## config.mk

```make
export PLATFORM = sky130hd
export DESIGN_NAME = descriptor_dma_receive
export DESIGN_NICKNAME = d
export VERILOG_FILES = /design/src/dma_rx_pkg.sv /design/src/descriptor_dma_receive.sv
export SDC_FILE = /design/constraint.sdc
export NUM_CORES = 1
export LEC_CHECK = 0
export ABC_AREA = 1
export BUFFER_PORTS_ARGS = -buffer_cell sky130_fd_sc_hd__buf_4
export CORE_MARGIN = 1
export CORE_UTILIZATION = 60
export DETAILED_ROUTE_END_ITERATION = 12
export PLACE_DENSITY_LB_ADDON = 0.12
export SLEW_MARGIN = 20
export SYNTH_ARGS = -nofsm -noshare
export SYNTH_HDL_FRONTEND = slang
export SYNTH_SLANG_ARGS = --single-unit
export TNS_END_PERCENT = 100
```

## constraint.sdc

```tcl
create_clock -name i_clk -period 4 [get_ports i_clk]
set_input_delay 0 -clock i_clk [delete_from_list [all_inputs] [get_ports i_clk]]
set_output_delay 0 -clock i_clk [all_outputs]
set_load 0.1 [all_outputs]
```

## src/dma_rx_pkg.sv

```systemverilog
package dma_rx_pkg;
	// Register offsets.
	localparam logic [11:0] OFS_FIFO_THRESHOLD = 12'h04c;
	localparam logic [11:0] OFS_BURST_MODE = 12'h080;
	localparam logic [11:0] OFS_POLL_DEMAND = 12'h084;
	localparam logic [11:0] OFS_DESC_BASE = 12'h088;
	localparam logic [11:0] OFS_IRQ_STATUS = 12'h08c;
	localparam logic [11:0] OFS_IRQ_ENABLE = 12'h090;
	localparam logic [11:0] OFS_CUR_DESC = 12'h094;
	localparam logic [11:0] OFS_CUR_BUF = 12'h098;
	localparam logic [11:0] OFS_CLOCK_PHASE = 12'h800;
	// Reset values.
	localparam logic [31:0] RST_WORD = 32'h0000_0000;
	// Field positions.
	localparam int unsigned RECEIVE_WATERMARK_LSB = 16;
	localparam int unsigned RECEIVE_WATERMARK_MSB = 27;
	localparam int unsigned BMOD_FIXED_BURST = 1;
	localparam int unsigned BMOD_ENABLE = 7;
	localparam int unsigned ST_TX_DONE = 0;
	localparam int unsigned ST_RX_DONE = 1;
	localparam int unsigned ST_BUS_ERR = 2;
	localparam int unsigned ST_DESC_UNAVAIL = 4;
	localparam int unsigned ST_NORMAL_SUM = 8;
	localparam int unsigned ST_ABNORMAL_SUM = 9;
	localparam int unsigned DESC_OWN = 31;
	localparam int unsigned DESC_END_OF_RING = 5;
	localparam int unsigned DESC_CHAINED = 4;
	localparam int unsigned DESC_LAST = 2;
	localparam int unsigned DESC_NO_IRQ = 1;
	localparam int unsigned DESC_SIZE_MSB = 12;
	// Counts.
	localparam logic [2:0] DESC_WORDS = 3'h4;
	localparam logic [2:0] BURST_BEATS = 3'h4;
	localparam logic [12:0] BURST_BYTES = 13'h0010;
	localparam logic [31:0] DESC_STRIDE = 32'h0000_0010;
	// AHB encodings.
	localparam logic [1:0] HTRANS_IDLE = 2'h0;
	localparam logic [1:0] HTRANS_NONSEQ = 2'h2;
	localparam logic [1:0] HTRANS_SEQ = 2'h3;
	localparam logic [2:0] HBURST_SINGLE = 3'h0;
	localparam logic [2:0] HBURST_INCR4 = 3'h3;
	localparam logic [2:0] HSIZE_WORD = 3'h2;

	typedef struct packed {
		logic [1:0] htrans;
		logic hwrite;
		logic [2:0] hsize;
		logic [2:0] hburst;
		logic [31:0] haddr;
		logic [31:0] hwdata;
	} ahb_req_t;

	typedef enum {
		ENG_IDLE, ENG_DESC_RD, ENG_CHECK, ENG_SUSPEND, ENG_WAIT_CMD,
		ENG_WAIT_REQ, ENG_DATA_WR, ENG_OWN_WR, ENG_HALT
	} engine_state_t;
endpackage : dma_rx_pkg

```

## src/descriptor_dma_receive.sv

```systemverilog
`timescale 1ns/10ps
// Contract
// - unowned descriptor suspends engine, flags unavailable when enabled
// - poll-demand write resumes suspended engine
// - data moves only after clean command-done
// - each movement waits for fifo request
// - bursts of four, leftover words as singles
// - fifo words written into descriptor buffer
// - continue with next descriptor until last
// - completion sets receive flag when enabled
// - ownership cleared by write to word zero
// - read-write clock phase register at 0x800
// - each cause has status and enable bit
// - normal summary bit 8, abnormal bit 9
// - writing one clears status bit
// - summary clears when its causes clear
// - interrupt drops only with both summaries clear
// - repeated events do not queue
// - status bit 1 means data reached buffer
// - concurrent events give one interrupt
// - read-only current descriptor and buffer pointers
// - chained flag takes word three as next
// - end-of-ring flag returns to list base (ignored when the chained flag is also set: word three wins)
// - no-irq flag suppresses completion flag
module descriptor_dma_receive (
	input wire logic i_clk,
	input wire logic i_nrst,
	input wire logic [11:0] i_reg_addr,
	input wire logic [31:0] i_reg_wdata,
	input wire logic i_reg_wr,
	input wire logic i_reg_rd,
	output logic [31:0] o_reg_rdata,
	output dma_rx_pkg::ahb_req_t o_ahb,
	input wire logic i_hready,
	input wire logic i_hresp,
	input wire logic [31:0] i_hrdata,
	input wire logic i_command_done_flag,
	input wire logic i_command_error,
	input wire logic i_fifo_transfer_request,
	input wire logic [31:0] i_fifo_rdata,
	output logic o_fifo_pop,
	output logic [11:0] o_receive_watermark,
	output logic [31:0] o_clock_phase_select,
	output logic o_irq
);
	dma_rx_pkg::engine_state_t state_reg, state_next;
	logic [31:0] fifo_threshold_config_reg, burst_mode_config_reg;
	logic [31:0] descriptor_list_base_reg, clock_phase_select_reg;
	logic [9:0] status_reg, enable_reg, status_next;
	logic [31:0] cur_desc_reg, cur_buf_reg, next_desc;
	logic [12:0] offset_reg, remaining;
	logic [31:0] desc_reg [4];
	logic [2:0] issued_reg, done_reg, beats_reg, beats_next;
	logic burst_reg, dvalid_reg, cmd_seen_reg, data_written_reg;
	logic [1:0] didx_reg;
	logic [31:0] job_addr;
	logic in_job, job_go, job_done, bus_err, poll_wr, engine_on, fixed_burst;
	logic ev_rx, ev_du, ev_fbe, normal_sum, abnormal_sum, irq_reg;
	dma_rx_pkg::ahb_req_t ahb_reg;

	assign engine_on = burst_mode_config_reg[dma_rx_pkg::BMOD_ENABLE];
	assign fixed_burst = burst_mode_config_reg[dma_rx_pkg::BMOD_FIXED_BURST];
	assign poll_wr = i_reg_wr && (i_reg_addr == dma_rx_pkg::OFS_POLL_DEMAND);
	assign remaining = desc_reg[1][dma_rx_pkg::DESC_SIZE_MSB:0] - offset_reg;
	assign in_job = (state_reg == dma_rx_pkg::ENG_DESC_RD) ||
		(state_reg == dma_rx_pkg::ENG_DATA_WR) ||
		(state_reg == dma_rx_pkg::ENG_OWN_WR);
	// Must not depend on job_go: job_go comes from state_next, which reads
	// job_done, so that term closes a combinational loop out of OWN_WR.
	assign job_done = in_job && (done_reg == beats_reg);
	assign bus_err = dvalid_reg && i_hready && i_hresp;
	assign o_ahb = ahb_reg;
	assign o_receive_watermark = fifo_threshold_config_reg[
		dma_rx_pkg::RECEIVE_WATERMARK_MSB:dma_rx_pkg::RECEIVE_WATERMARK_LSB];
	assign o_clock_phase_select = clock_phase_select_reg;
	assign o_irq = irq_reg;

	// Chained lists jump through word three, rings wrap to the base.
	always_comb begin
		if (desc_reg[0][dma_rx_pkg::DESC_CHAINED])
			next_desc = desc_reg[3];
		else if (desc_reg[0][dma_rx_pkg::DESC_END_OF_RING])
			next_desc = descriptor_list_base_reg;
		else
			next_desc = cur_desc_reg + dma_rx_pkg::DESC_STRIDE;
	end

	always_comb begin
		case (state_reg)
		dma_rx_pkg::ENG_DESC_RD: job_addr = cur_desc_reg;
		dma_rx_pkg::ENG_DATA_WR: job_addr = job_addr_buf();
		default: job_addr = cur_desc_reg;
		endcase
	end

	always_comb begin
		state_next = state_reg;
		case (state_reg)
		dma_rx_pkg::ENG_IDLE: begin
			if (engine_on)
				state_next = dma_rx_pkg::ENG_DESC_RD;
		end
		dma_rx_pkg::ENG_DESC_RD: begin
			if (bus_err)
				state_next = dma_rx_pkg::ENG_HALT;
			else if (job_done)
				state_next = dma_rx_pkg::ENG_CHECK;
		end
		dma_rx_pkg::ENG_CHECK: begin
			if (!desc_reg[0][dma_rx_pkg::DESC_OWN])
				state_next = dma_rx_pkg::ENG_SUSPEND;
			else
				state_next = dma_rx_pkg::ENG_WAIT_CMD;
		end
		dma_rx_pkg::ENG_SUSPEND: begin
			if (!engine_on)
				state_next = dma_rx_pkg::ENG_IDLE;
			else if (poll_wr)
				state_next = dma_rx_pkg::ENG_DESC_RD;
		end
		dma_rx_pkg::ENG_WAIT_CMD: begin
			if (!engine_on)
				state_next = dma_rx_pkg::ENG_IDLE;
			else if (cmd_seen_reg)
				state_next = dma_rx_pkg::ENG_WAIT_REQ;
		end
		dma_rx_pkg::ENG_WAIT_REQ: begin
			if (remaining == 13'h0000)
				state_next = dma_rx_pkg::ENG_OWN_WR;
			else if (i_fifo_transfer_request)
				state_next = dma_rx_pkg::ENG_DATA_WR;
		end
		dma_rx_pkg::ENG_DATA_WR: begin
			if (bus_err)
				state_next = dma_rx_pkg::ENG_HALT;
			else if (job_done)
				state_next = dma_rx_pkg::ENG_WAIT_REQ;
		end
		dma_rx_pkg::ENG_OWN_WR: begin
			if (bus_err)
				state_next = dma_rx_pkg::ENG_HALT;
			else if (job_done)
				state_next = dma_rx_pkg::ENG_DESC_RD;
		end
		dma_rx_pkg::ENG_HALT: begin
			if (!engine_on)
				state_next = dma_rx_pkg::ENG_IDLE;
		end
		default: state_next = dma_rx_pkg::ENG_IDLE;
		endcase
	end

	assign job_go = (state_next != state_reg) &&
		((state_next == dma_rx_pkg::ENG_DESC_RD) ||
		(state_next == dma_rx_pkg::ENG_DATA_WR) ||
		(state_next == dma_rx_pkg::ENG_OWN_WR));

	// Full bursts only while a whole burst is left; the tail goes word by word.
	always_comb begin
		if (state_next == dma_rx_pkg::ENG_DESC_RD)
			beats_next = dma_rx_pkg::DESC_WORDS;
		else if ((state_next == dma_rx_pkg::ENG_DATA_WR) && fixed_burst &&
			(remaining >= dma_rx_pkg::BURST_BYTES))
			beats_next = dma_rx_pkg::BURST_BEATS;
		else
			beats_next = 3'h1;
	end

	always_ff @(posedge i_clk or negedge i_nrst) begin
		if (!i_nrst)
			state_reg <= dma_rx_pkg::ENG_IDLE;
		else
			state_reg <= state_next;
	end

	// AHB master. Address of beat n overlaps the data phase of beat n-1.
	always_ff @(posedge i_clk or negedge i_nrst) begin
		if (!i_nrst) begin
			ahb_reg <= '0;
			issued_reg <= 3'h0;
			done_reg <= 3'h0;
			beats_reg <= 3'h0;
			burst_reg <= 1'b0;
			dvalid_reg <= 1'b0;
			didx_reg <= 2'h0;
		end else if (job_go) begin
			issued_reg <= 3'h0;
			done_reg <= 3'h0;
			beats_reg <= beats_next;
			burst_reg <= (beats_next == dma_rx_pkg::BURST_BEATS) &&
				(state_next == dma_rx_pkg::ENG_DATA_WR);
		end else if (i_hready) begin
			dvalid_reg <= ahb_reg.htrans != dma_rx_pkg::HTRANS_IDLE;
			didx_reg <= issued_reg[1:0] - 2'h1;
			if (dvalid_reg)
				done_reg <= done_reg + 3'h1;
			if (ahb_reg.htrans != dma_rx_pkg::HTRANS_IDLE) begin
				if (state_reg == dma_rx_pkg::ENG_DATA_WR)
					ahb_reg.hwdata <= i_fifo_rdata;
				else
					ahb_reg.hwdata <= desc_reg[0] &
						~(32'h1 << dma_rx_pkg::DESC_OWN);
			end
			if (in_job && (issued_reg < beats_reg) && !bus_err) begin
				ahb_reg.htrans <= (issued_reg == 3'h0 || !burst_reg) ?
					dma_rx_pkg::HTRANS_NONSEQ : dma_rx_pkg::HTRANS_SEQ;
				ahb_reg.hburst <= burst_reg ? dma_rx_pkg::HBURST_INCR4 :
					dma_rx_pkg::HBURST_SINGLE;
				ahb_reg.hsize <= dma_rx_pkg::HSIZE_WORD;
				ahb_reg.hwrite <= state_reg != dma_rx_pkg::ENG_DESC_RD;
				ahb_reg.haddr <= job_addr + {27'h0, issued_reg, 2'h0};
				issued_reg <= issued_reg + 3'h1;
			end else begin
				ahb_reg.htrans <= dma_rx_pkg::HTRANS_IDLE;
			end
		end
	end

	// A word leaves the fifo as its address phase is accepted.
	assign o_fifo_pop = i_hready && (state_reg == dma_rx_pkg::ENG_DATA_WR) &&
		(ahb_reg.htrans != dma_rx_pkg::HTRANS_IDLE) && !job_go;

	always_ff @(posedge i_clk or negedge i_nrst) begin
		if (!i_nrst) begin
			for (int i = 0; i < 4; i++)
				desc_reg[i] <= dma_rx_pkg::RST_WORD;
		end else if (dvalid_reg && i_hready && !i_hresp &&
			(state_reg == dma_rx_pkg::ENG_DESC_RD)) begin
			desc_reg[didx_reg] <= i_hrdata;
		end
	end

	// Progress pointers.
	always_ff @(posedge i_clk or negedge i_nrst) begin
		if (!i_nrst) begin
			cur_desc_reg <= dma_rx_pkg::RST_WORD;
			cur_buf_reg <= dma_rx_pkg::RST_WORD;
			offset_reg <= 13'h0000;
		end else begin
			if (state_reg == dma_rx_pkg::ENG_IDLE)
				cur_desc_reg <= descriptor_list_base_reg;
			else if ((state_reg == dma_rx_pkg::ENG_OWN_WR) && job_done)
				cur_desc_reg <= next_desc;
			if (state_reg == dma_rx_pkg::ENG_CHECK) begin
				cur_buf_reg <= desc_reg[2];
				offset_reg <= 13'h0000;
			end else if ((state_reg == dma_rx_pkg::ENG_DATA_WR) && job_done) begin
				offset_reg <= offset_reg + {8'h0, beats_reg, 2'h0};
			end
		end
	end

	// A command-done seen early is remembered until the data's last descriptor.
	always_ff @(posedge i_clk or negedge i_nrst) begin
		if (!i_nrst) begin
			cmd_seen_reg <= 1'b0;
			data_written_reg <= 1'b0;
		end else begin
			if (i_command_done_flag && !i_command_error)
				cmd_seen_reg <= 1'b1;
			else if ((state_reg == dma_rx_pkg::ENG_OWN_WR) && job_done &&
				desc_reg[0][dma_rx_pkg::DESC_LAST])
				cmd_seen_reg <= 1'b0;
			if ((state_reg == dma_rx_pkg::ENG_DATA_WR) && job_done)
				data_written_reg <= 1'b1;
			else if ((state_reg == dma_rx_pkg::ENG_OWN_WR) && job_done &&
				desc_reg[0][dma_rx_pkg::DESC_LAST])
				data_written_reg <= 1'b0;
		end
	end

	// Causes are recorded only when enabled, so a summary is a plain OR.
	assign ev_rx = (state_reg == dma_rx_pkg::ENG_OWN_WR) && job_done &&
		desc_reg[0][dma_rx_pkg::DESC_LAST] && data_written_reg &&
		!desc_reg[0][dma_rx_pkg::DESC_NO_IRQ] &&
		enable_reg[dma_rx_pkg::ST_RX_DONE];
	assign ev_du = (state_reg == dma_rx_pkg::ENG_CHECK) &&
		!desc_reg[0][dma_rx_pkg::DESC_OWN] &&
		enable_reg[dma_rx_pkg::ST_DESC_UNAVAIL];
	assign ev_fbe = bus_err && enable_reg[dma_rx_pkg::ST_BUS_ERR];

	always_comb begin
		status_next = status_reg;
		if (i_reg_wr && (i_reg_addr == dma_rx_pkg::OFS_IRQ_STATUS))
			status_next = status_next & ~i_reg_wdata[9:0];
		// Setting after clearing lets a same-cycle event win; a set bit stays.
		status_next[dma_rx_pkg::ST_RX_DONE] =
			status_next[dma_rx_pkg::ST_RX_DONE] | ev_rx;
		status_next[dma_rx_pkg::ST_DESC_UNAVAIL] =
			status_next[dma_rx_pkg::ST_DESC_UNAVAIL] | ev_du;
		status_next[dma_rx_pkg::ST_BUS_ERR] =
			status_next[dma_rx_pkg::ST_BUS_ERR] | ev_fbe;
		status_next[dma_rx_pkg::ST_TX_DONE] = 1'b0;
		status_next[3] = 1'b0;
		status_next[7:5] = 3'h0;
		status_next[dma_rx_pkg::ST_NORMAL_SUM] = 1'b0;
		status_next[dma_rx_pkg::ST_ABNORMAL_SUM] = 1'b0;
	end

	assign normal_sum = |status_reg[1:0];
	assign abnormal_sum = status_reg[dma_rx_pkg::ST_BUS_ERR] |
		status_reg[dma_rx_pkg::ST_DESC_UNAVAIL];

	always_ff @(posedge i_clk or negedge i_nrst) begin
		if (!i_nrst) begin
			status_reg <= 10'h000;
			irq_reg <= 1'b0;
		end else begin
			status_reg <= status_next;
			irq_reg <= normal_sum | abnormal_sum;
		end
	end

	// Software registers.
	always_ff @(posedge i_clk or negedge i_nrst) begin
		if (!i_nrst) begin
			fifo_threshold_config_reg <= dma_rx_pkg::RST_WORD;
			burst_mode_config_reg <= dma_rx_pkg::RST_WORD;
			descriptor_list_base_reg <= dma_rx_pkg::RST_WORD;
			enable_reg <= 10'h000;
			clock_phase_select_reg <= dma_rx_pkg::RST_WORD;
		end else if (i_reg_wr) begin
			case (i_reg_addr)
			dma_rx_pkg::OFS_FIFO_THRESHOLD: fifo_threshold_config_reg <= i_reg_wdata;
			dma_rx_pkg::OFS_BURST_MODE: burst_mode_config_reg <= i_reg_wdata;
			dma_rx_pkg::OFS_DESC_BASE: descriptor_list_base_reg <= i_reg_wdata;
			dma_rx_pkg::OFS_IRQ_ENABLE: enable_reg <= i_reg_wdata[9:0];
			dma_rx_pkg::OFS_CLOCK_PHASE: clock_phase_select_reg <= i_reg_wdata;
			default: ;
			endcase
		end
	end

	always_ff @(posedge i_clk or negedge i_nrst) begin
		if (!i_nrst) begin
			o_reg_rdata <= dma_rx_pkg::RST_WORD;
		end else if (i_reg_rd) begin
			case (i_reg_addr)
			dma_rx_pkg::OFS_FIFO_THRESHOLD: o_reg_rdata <= fifo_threshold_config_reg;
			dma_rx_pkg::OFS_BURST_MODE: o_reg_rdata <= burst_mode_config_reg;
			dma_rx_pkg::OFS_DESC_BASE: o_reg_rdata <= descriptor_list_base_reg;
			dma_rx_pkg::OFS_IRQ_STATUS: o_reg_rdata <= {22'h0, abnormal_sum,
				normal_sum, status_reg[7:0]};
			dma_rx_pkg::OFS_IRQ_ENABLE: o_reg_rdata <= {22'h0, enable_reg};
			dma_rx_pkg::OFS_CUR_DESC: o_reg_rdata <= cur_desc_reg;
			dma_rx_pkg::OFS_CUR_BUF: o_reg_rdata <= job_addr_buf();
			dma_rx_pkg::OFS_CLOCK_PHASE: o_reg_rdata <= clock_phase_select_reg;
			default: o_reg_rdata <= dma_rx_pkg::RST_WORD;
			endcase
		end else begin
			o_reg_rdata <= dma_rx_pkg::RST_WORD;
		end
	end

	function automatic logic [31:0] job_addr_buf();
		return cur_buf_reg + {19'h0, offset_reg};
	endfunction : job_addr_buf
endmodule : descriptor_dma_receive

```

# == Yosys cells after proc, flatten, opt, wreduce, memory -nomap -nowiden ==
# Index checks and enable logic that the tools add are counted.
# classes
n_addsub,8
magnitude_cmp,4
n_eq_ne,28
muxes,44
bitwise_logic,9
n_reduce_logical,61
# op_table
op,n
two-way mux 32 bit,22
case mux 32 bit (9 select lines),1
case mux 32 bit (8 select lines),1
"== test 32 x 3 -> 1 bit, second input constant",5
"== test 32 x 4 -> 1 bit, second input constant",5
bitwise mux 128 bit,1
"== test 32 x 2 -> 1 bit, second input constant",4
"== test 12 x 8 -> 1 bit, second input constant",7
demux 32 bit (select 2 bit),1
logical NOT 32 bit,2
adder 32 x 13 -> 32 bit,1
adder 32 x 5 -> 32 bit,1
"adder 32 x 5 -> 32 bit, second input constant",1
"== test 32 x 1 -> 1 bit, second input constant",1
"!= test 32 x 2 -> 1 bit, second input constant",1
!= test 32 bit,1
logical AND 1 bit,27
two-way mux 3 bit,9
two-way mux 13 bit,2
AND reduction 2 bit,8
nonzero test 2 bit,8
adder 13 x 5 -> 13 bit,1
">= comparator 13 x 5 -> 1 bit, second input constant",1
logical NOT 13 bit,1
other kinds (22),42
# word_totals
reg_bits,497
inputBits,117
out_inout_bits,151
elab_cells,184

# == Logic depth before layout (Yosys ltp) ==
# Gate-level depths: netlist (run 1).
# depth
word_depth,14
mapped_depth,28
mapped_depth_nobuf,24

# == Worst setup path after synthesis (run 1) ==
# No wires, ideal clock.
# synth_path
path_kind,register to output
from,register offset_reg[3]
to,output port o_fifo_pop
t_arrival_ns,3.622
required_ns,4.000
setup_slack_ns,0.378
stages_incl_launch_ff,20
cell_sequence,dfrtp_1 inv_1 ha_1 nand2_1 nand3b_1 nand2_1 nand2_1 nand2_1 nand2_1 nand2_1 nand3_1 nor2_1 nand3_1 nand3_1 nand3b_1 nand3_2 nand2_4 nand3_4 buf_2 nor2_1
# synth_between
elab_chain_len,10
elab_cells_between_ends,13
classes_between,1 x add/sub; 4 x eq/ne; 2 x mux; 6 x reduce/logical
# synth_rtl
element,line_no,source
"start, declared",descriptor_dma_receive.sv:51,"logic [12:0] offset_reg, remaining;"
"start signal, assigned",descriptor_dma_receive.sv:248,"offset_reg <= offset_reg + {8'h0, beats_reg, 2'h0};"
subtractor 13 bit *,descriptor_dma_receive.sv:64,assign remaining = desc_reg[1][dma_rx_pkg::DESC_SIZE_MSB:0] - offset_reg;
logical NOT 13 bit *,descriptor_dma_receive.sv:128,if (remaining == 13'h0000)
two-way mux 32 bit *,descriptor_dma_receive.sv:128,
case mux 32 bit (9 select lines) *,descriptor_dma_receive.sv:98,case (state_reg)
== test 32 x 2 -> 1 bit / == test 32 x 4 -> 1 bit (equally long branches),"descriptor_dma_receive.sv:154, descriptor_dma_receive.sv:155",
logical OR 1 bit,descriptor_dma_receive.sv:154,((state_next == dma_rx_pkg::ENG_DESC_RD) ||
logical OR 1 bit,descriptor_dma_receive.sv:155,(state_next == dma_rx_pkg::ENG_DATA_WR) ||
logical AND 1 bit *,descriptor_dma_receive.sv:153,assign job_go = (state_next != state_reg) &&
logical NOT 1 bit *,descriptor_dma_receive.sv:221,(ahb_reg.htrans != dma_rx_pkg::HTRANS_IDLE) && !job_go;
logical AND 1 bit *,descriptor_dma_receive.sv:221,
"end, declared",descriptor_dma_receive.sv:41,"output logic o_fifo_pop,"
# Every way passes the cells marked *; elsewhere a longest branch is shown, timed or not.

# == Worst setup path in the final report (run 1) ==
# layout_path
from,register state_reg[21]
to,register ahb_reg (netlist bit o_ahb[24])
# layout_between
elab_chain_len,13
elab_cells_between_ends,40
classes_between,15 x eq/ne; 16 x mux; 1 x bitwise; 8 x reduce/logical
# layout_rtl
element,line_no,source
"start, declared",descriptor_dma_receive.sv:46,"dma_rx_pkg::engine_state_t state_reg, state_next;"
"start signal, assigned",descriptor_dma_receive.sv:171,state_reg <= dma_rx_pkg::ENG_IDLE;
"start signal, assigned",descriptor_dma_receive.sv:173,state_reg <= state_next;
== test 32 x 2 -> 1 bit / == test 32 x 4 -> 1 bit (equally long branches),"descriptor_dma_receive.sv:65, descriptor_dma_receive.sv:66, descriptor_dma_receive.sv:198",
logical OR 1 bit,descriptor_dma_receive.sv:65,assign in_job = (state_reg == dma_rx_pkg::ENG_DESC_RD) ||
logical OR 1 bit,descriptor_dma_receive.sv:66,(state_reg == dma_rx_pkg::ENG_DATA_WR) ||
logical AND 1 bit,descriptor_dma_receive.sv:70,assign job_done = in_job && (done_reg == beats_reg);
two-way mux 32 bit (on tied branches),"descriptor_dma_receive.sv:142, descriptor_dma_receive.sv:106, descriptor_dma_receive.sv:136",
two-way mux 32 bit (on tied branches),"descriptor_dma_receive.sv:140, descriptor_dma_receive.sv:104, descriptor_dma_receive.sv:134",
case mux 32 bit (9 select lines),descriptor_dma_receive.sv:98,
== test 32 x 2 -> 1 bit / == test 32 x 4 -> 1 bit (equally long branches),"descriptor_dma_receive.sv:154, descriptor_dma_receive.sv:155",
logical OR 1 bit,descriptor_dma_receive.sv:154,
logical OR 1 bit,descriptor_dma_receive.sv:155,
logical AND 1 bit,descriptor_dma_receive.sv:153,
NOT 1 bit (no line),n/a,
AND reduction 3 bit (no line),n/a,
"end, declared",descriptor_dma_receive.sv:59,dma_rx_pkg::ahb_req_t ahb_reg;
# Several ways; a longest one is shown, not always the timed one.
# A chain may end at the register's enable or synchronous reset.

==> results of run 1 <==
==> power groups by stage <==
stage	combinational [uW]	sequential [uW]	clock, uW
after floorplan	72.9	4910	0
final	411	4820	4790
after detailed placement	317	4900	0
after CTS	401	4820	4780
after global routing	445	4820	4970
after global placement	310	4900	0
==> cell usage after synthesis, types with 4 or more instances <==
| cell type | instances | area [um2] |
|---|---|---|
| xnor2_1 | 7 | 61.3 |
| buf_6 | 5 | 56.3 |
| buf_1 | 7 | 26.3 |
| a221oi_1 | 26 | 228 |
| clkbuf_1 | 104 | 390 |
| o221ai_1 | 23 | 201 |
| buf_4 | 24 | 180 |
| o21ai_0 | 340 | 1700 |
| inv_1 | 361 | 1360 |
| clkinv_1 | 4 | 15.0 |
| ha_1 | 32 | 400 |
| nor2_4 | 5 | 56.3 |
| nor2_1 | 160 | 601 |
| a22o_1 | 11 | 96.3 |
| xor2_1 | 40 | 350 |
| o22ai_1 | 5 | 31.3 |
| buf_2 | 13 | 65.1 |
| o211ai_1 | 21 | 158 |
| nand4_1 | 78 | 488 |
| mux2i_1 | 8 | 80.1 |
| or2_2 | 6 | 37.5 |
| nand2_1 | 1080 | 4050 |
| o21ai_1 | 9 | 45.0 |
| a41oi_1 | 5 | 43.8 |
| o21bai_1 | 5 | 37.5 |
| dfrtp_1 | 473 | 11800 |
| nor4_1 | 10 | 62.6 |
| o21ai_2 | 4 | 35.0 |
| nand3_1 | 175 | 876 |
| a21oi_1 | 70 | 350 |
| inv_2 | 17 | 63.8 |
| nand2_2 | 11 | 68.8 |
| nor3_1 | 24 | 120 |
| nor2_2 | 10 | 62.6 |
| nand3_2 | 7 | 70.1 |
| nand3b_1 | 16 | 120 |
| a2111oi_0 | 4 | 35.0 |
==> worst max path at each step <==
stage	slack [ns]	depth (start not counted)	to	startpoint
after floorplan	0.38	19	o_fifo_pop	offset_reg[3]
after global placement	0.47	19	o_ahb[57]	offset_reg[3]
after detailed placement	0.33	19	o_ahb[57]	offset_reg[3]
after CTS	0.04	18	o_fifo_pop	state_reg[1]
after global routing	0.003	18	o_ahb[24]	state_reg[27]
final	0.22	18	o_ahb[24]	state_reg[21]
==> metrics by stage <==
stage	cell area (um2)	hold WS [ns]	power, uW	cells	util, %
after CTS	30300	0.0438	10000	4179	74.2
after global placement	27300	0.125	5210	3955	66.8
after detailed placement	27300	0.150	5220	3955	66.8
after floorplan	25000	-0.296	4990	3272	-
after global routing	30400	0.135	10200	4180	74.4
final	30400	0.0665	10000	4180	74.4
==> per-layer routing <==
layer | up-vias | part of all wire (%) | GRT usage [%]
li1 | 11200 | - | -
met4 | 2 | 6.6 | 26.2
met5 | - | 0.015 | 0
met3 | 338 | 8.0 | 6.51
met1 | 11900 | 38 | 52.1
met2 | 1455 | 48 | 69.0
==> cells in the final DEF, fill, tap and decap left out, drive strengths merged, types with 23 or more instances in the layout <==
master / n
nor3: 26
clkbuf: 72
nand2: 1094
nand3: 183
o221ai: 23
buf: 305
nor2: 175
conb: 31
nand4: 79
inv: 380
dlygate4sd3: 137
o21ai: 353
a21oi: 71
a221oi: 27
dfrtp: 473
xor2: 40
ha: 32
==> worst max-delay path, stage by stage, from the launching register on <==
cell           delay, ns
dfrtp_1             0.36
nor2_1              0.13
nand2_1             0.07
nor2_1              0.23
nand2_2             0.18
nor2_4              0.29
buf_8               0.29
nand2_2             0.26
nand2_1             0.16
nand2_1             0.06
nand3_1             0.14
inv_2               0.04
nand4_1             0.13
nand3_2             0.14
nand2_8             0.17
buf_16              0.21
nand4_1             0.11
dlygate4sd3_1       0.61
nand2_1             0.10
==> what timing repair did <==
item	in CTS	in global routing
buffers inserted	0	1
endpoints found under the setup margin	0	37
gates resized for setup	0	12
endpoints found under the hold margin	393	0
hold buffers	137	0
==> final cells by class <==
class                      count  area (um2)  area share (%)
clock buffer                  72        1480            4.85
clock inverter                15         190           0.626
inverter                     382        1430            4.72
multi-input combinational   2264       11000            36.3
sequential                   473       11800            38.9
tap                          532         666            2.19
timing repair buffer         442        3750            12.3
==> kinds of logic (layout without fill, tap and decap cells) <==
kind of cell	after synthesis	in the layout	synth area share [%]
xor+xnor	47	47	1.66
mux	8	8	0.322
flops	473	473	47.6
simple gates	1598	1598	27.3
fa+ha+maj	33	33	1.69
buf+inv	535	911	8.66
other cells	1	31	0.0151
compound gates	547	547	12.7
==> impl_metrics.yaml, run 1 <==
sta:
  fin_crit_sh_pct: 94.5
  worst_pin_slew_ns: 1.06
  fin_skew_ns: 0.0232
  relSlewSlack_pct: 29.0
  fmax_mhz: 265
  rsz0062_at_grt: "no"
  fin_ws_ns: 0.221
  finalSetupTns_ns: 0
  fin_crit_ns: 3.78
  hold_violations: 0
  setup_violations: 0
  slew_viol_final: 0
clock_network:
  numCtsBuffers: 49
  root_buffer: "clkbuf_16"
  clkSinkCount: 473
  htreeDepth: 2
  clockBufferDepth: 3
  clkLatencyLatePin_ns: 0.60
  cts_tree: "yes"
  path_clk_slew_ns: 0.06
floorplan:
  core-area_um2: 40800
  rows: 74
  dieArea_um2: 42200
  die_w_um: 205
  ioPinCount: 268
  initial_core_util_pct: 60.9
  die_y_um: 205
job:
  max_cap_violations: 0
placement:
  port_buffers: 264
  detailed_place_hpwl_mm: 60.7
  dp_worst_setup_slack_ns: 0.327
  gp_congestion: 0.958
cells_and_area:
  layout-drive-gt1-share_pct: 12.8
  antenna_cells: 0
  fillers: 3026
  areaGrowthSynthToFinish_pct: 22.3
  largest_reg_flops: 109
  nets: 3762
drt:
  viasPerCell: 5.96
  wl_per_cell_um: 21.1
  wl_mm: 88.4
  ant_nets: 0
  dr.pass1.iters: 7
  drc_errors: 0
  drt_iter0_drc: 2981
  vias: 24900
setup_path:
  worstPathArrival_ns: 4.29
  cp-end-kind: "register"
  reg2reg_from: "state_reg[21]"
  cp_data_required_time_ns: 4.51
  rr_worst_depth: 18
  cp-start-kind: "register"
  cp_max_fo: 36
  path_class: "register to register"
  reg2reg_slack_ns: 0.22
  worstReg2RegEnd: "o_ahb[24]"
global_route:
  grt_usage_pct: 42.0
  first_global_vias: 24500
  grt_max_degree: 105
  grt_first_pass_wirelength_mm: 135
  antenna_found_initial: 1
  grt_remaining_overflow: 0
worst_hold_path:
  hold_path.class: "input pin to asynchronous set/reset pin"
pwr:
  internal_power_uw: 7780
  ir_worst_vdd_mv: 0.341
  switchingPower_uw: 2240
  clockPowerShare_pct: 47.8
  power_per_cell_area_nw_per_um2: 330
  combPwrFrac_pct: 4.1
  p_leak_uw: 0.0152
  p_sw_share_pct: 22.4
  p_seq_share_pct: 48.1
synthesis:
  synth_edf_count: 0
  ys_types: 65
  ys_async_sr_fraction_pct: 100
  postSynthCellCount: 3242
  ys.flop_type: "dfrtp_1"
  yosysSeqAreaShare_pct: 47.6
  syn_avg_cell_area_um2: 7.66
  syn_area_um2: 24800
  ys_warn_count: 0
  ys_seq_elements: 473
status:
  status: "completed"
Note: power is estimated with default switching activity, not from simulation.
==> inputs of run 2 (changes only) <==
--- a/config.mk
+++ b/config.mk
@@ -6,7 +6,7 @@
 export NUM_CORES = 1
 export LEC_CHECK = 0
 export ABC_AREA = 1
-export BUFFER_PORTS_ARGS = -buffer_cell sky130_fd_sc_hd__buf_4
+export BUFFER_PORTS_ARGS = -buffer_cell sky130_fd_sc_hd__buf_2
 export CORE_MARGIN = 1
 export CORE_UTILIZATION = 60
 export DETAILED_ROUTE_END_ITERATION = 12
==> impl_metrics.yaml, run 2 (synthesis results as in run 1) <==
sta:
  relSlewSlack_pct: 23.0
  fmax_mhz: 261
  worst_pin_slew_ns: 1.15
  finalSetupTns_ns: 0
  setup_violations: 0
  rsz0062_at_grt: "no"
  fin_crit_ns: 3.83
  fin_crit_sh_pct: 95.8
  fin_skew_ns: 0.0225
  slew_viol_final: 0
  hold_violations: 0
floorplan:
  initial_core_util_pct: 60.9
  ioPinCount: 268
  die_w_um: 205
  die_y_um: 205
  core-area_um2: 40800
  dieArea_um2: 42200
  rows: 74
clock_network:
  numCtsBuffers: 49
  htreeDepth: 2
  path_clk_slew_ns: 0.06
  root_buffer: "clkbuf_16"
  cts_tree: "yes"
  clkSinkCount: 473
  clockBufferDepth: 3
  clkLatencyLatePin_ns: 0.60
pwr:
  power_per_cell_area_nw_per_um2: 330
  clockPowerShare_pct: 46.9
  p_seq_share_pct: 49.3
  p_sw_share_pct: 22.9
  power.total_uw: 9760
  p_leak_uw: 0.0150
  ir_worst_vdd_mv: 0.355
  combPwrFrac_pct: 3.8
  switchingPower_uw: 2230
  internal_power_uw: 7530
cells_and_area:
  nets: 3755
  areaGrowthSynthToFinish_pct: 19.0
  finalInstanceArea_um2: 29600
  postLayoutCoreUtil_pct: 72.4
  largest_reg_flops: 109
  layout_commonest_cell: "nand2_1"
  layout-drive-gt1-share_pct: 12.8
  mostFrequentLayoutCells: "1,076 x nand2_1, 473 x dfrtp_1, 361 x inv_1, 340 x o21ai_0, 262 x buf_2"
status:
  status: "completed"
setup_path:
  reg2reg_slack_ns: 0.17
  worstPathArrival_ns: 4.36
  cp_max_fo: 36
  path_class: "register to register"
  cp-end-kind: "register"
  cp_data_required_time_ns: 4.53
  rr_worst_depth: 19
  cp-start-kind: "register"
  reg2reg_from: "state_reg[1]"
  worstReg2RegEnd: "o_ahb[19]"
placement:
  detailed_place_hpwl_mm: 59.7
  gp_congestion: 0.997
  port_buffers: 264
  place_area_um2: 26600
global_route:
  grt_first_pass_wirelength_mm: 133
  antenna_found_initial: 2
  grt_usage_pct: 41.6
  grt_max_degree: 131
  first_global_vias: 23600
  grt_remaining_overflow: 0
drt:
  wl_mm: 87.6
  drc_errors: 0
  drt_iter0_drc: 2879
  ant_nets: 0
  vias: 24800
  dr.pass1.iters: 6
  viasPerCell: 5.94
  wl_per_cell_um: 21.0
worst_hold_path:
  hold_path.class: "input pin to asynchronous set/reset pin"
job:
  max_cap_violations: 0
[run 2: cell count changes in the layout (fill, tap and decap cells not counted), sizes merged]
| cell | change |
|---|---|
| dlygate4sd3 | -11 |
| buf | +3 |
| bufinv | -3 |
| clkbuf | +2 |
| clkinvlp | +2 |
| diode | +2 |
| clkinv | +1 |
| inv | -1 |
| nand2 | +1 |
[run 2: final cells by class]
| class | instances | area (um2) |
|---|---|---|
| fillers | 3119 | 11300 |
| multi-input cells | 2265 | 11100 |
| repair buffers | 434 | 3000 |
| clock inverters | 14 | 119 |
| diodes | 2 | 5.00 |
| inverters | 382 | 1430 |
| clock buffers | 74 | 1460 |
| well taps | 532 | 666 |
| flip-flops and latches | 473 | 11800 |
[run 2: how the worst max path moves through the flow]
stage | endpoint | cells after the start | slack [ns] | startpoint
3_5_place_dp | o_ahb[63] | 19 | 0.42 | offset_reg[3]
2_1_floorplan | o_fifo_pop | 19 | 0.38 | offset_reg[3]
6_report | o_ahb[19] | 19 | 0.17 | state_reg[1]
3_3_place_gp | o_ahb[63] | 19 | 0.51 | offset_reg[3]
4_1_cts | o_fifo_pop | 19 | 0.1 | offset_reg[3]
5_1_grt | o_ahb[19] | 20 | 0.02 | offset_reg[3]
[run 2: power by group through the flow]
stage	registers [uW]	logic, uW	clock network (uW)
after floorplan	4910	72.9	0
after global placement	4900	271	0
after detailed placement	4900	277	0
after CTS	4820	359	4570
after global routing	4820	404	4770
final	4820	369	4580
[run 2: timing repair]
action,in CTS,in global routing
resized for setup,0,9
hold buffers,127,0
endpoints found under the setup margin,0,20
endpoints found under the hold margin,390,0
setup buffers,0,6
[run 2: worst max-delay path, stage by stage (launching register included)]
cell and delay, ns:
dfrtp_1 0.54, nand2_1 0.15, nor2_2 0.13, nand2_2 0.08, inv_2 0.06, nand2_2 0.06
nor2_4 0.32, buf_12 0.25, nand2_2 0.21, nand2_1 0.13, nand2_1 0.05, nand3_1 0.13
inv_2 0.04, nand4_1 0.16, nand3_4 0.17, nand2_8 0.14, buf_8 0.23, nand4_1 0.19
dlygate4sd3_1 0.63, nand2_1 0.09
[run 2: metal layers]
metal	track usage, %	part of all wire (%)	vias to the layer above
met5	0	0	-
met4	26.0	6.9	0
met3	5.70	7.4	350
met2	67.1	47	1375
met1	53.2	38	11900
li1	-	-	11200
[run 2: stage by stage]
stage / hold WS, ns / setup WS, ns / std cells
after floorplan: -0.296 / 0.378 / 3272
after global placement: 0.109 / 0.507 / 3953
after detailed placement: 0.110 / 0.416 / 3953
after CTS: 0.0833 / 0.0953 / 4168
after global routing: 0.103 / 0.0184 / 4174
final: 0.0472 / 0.169 / 4176
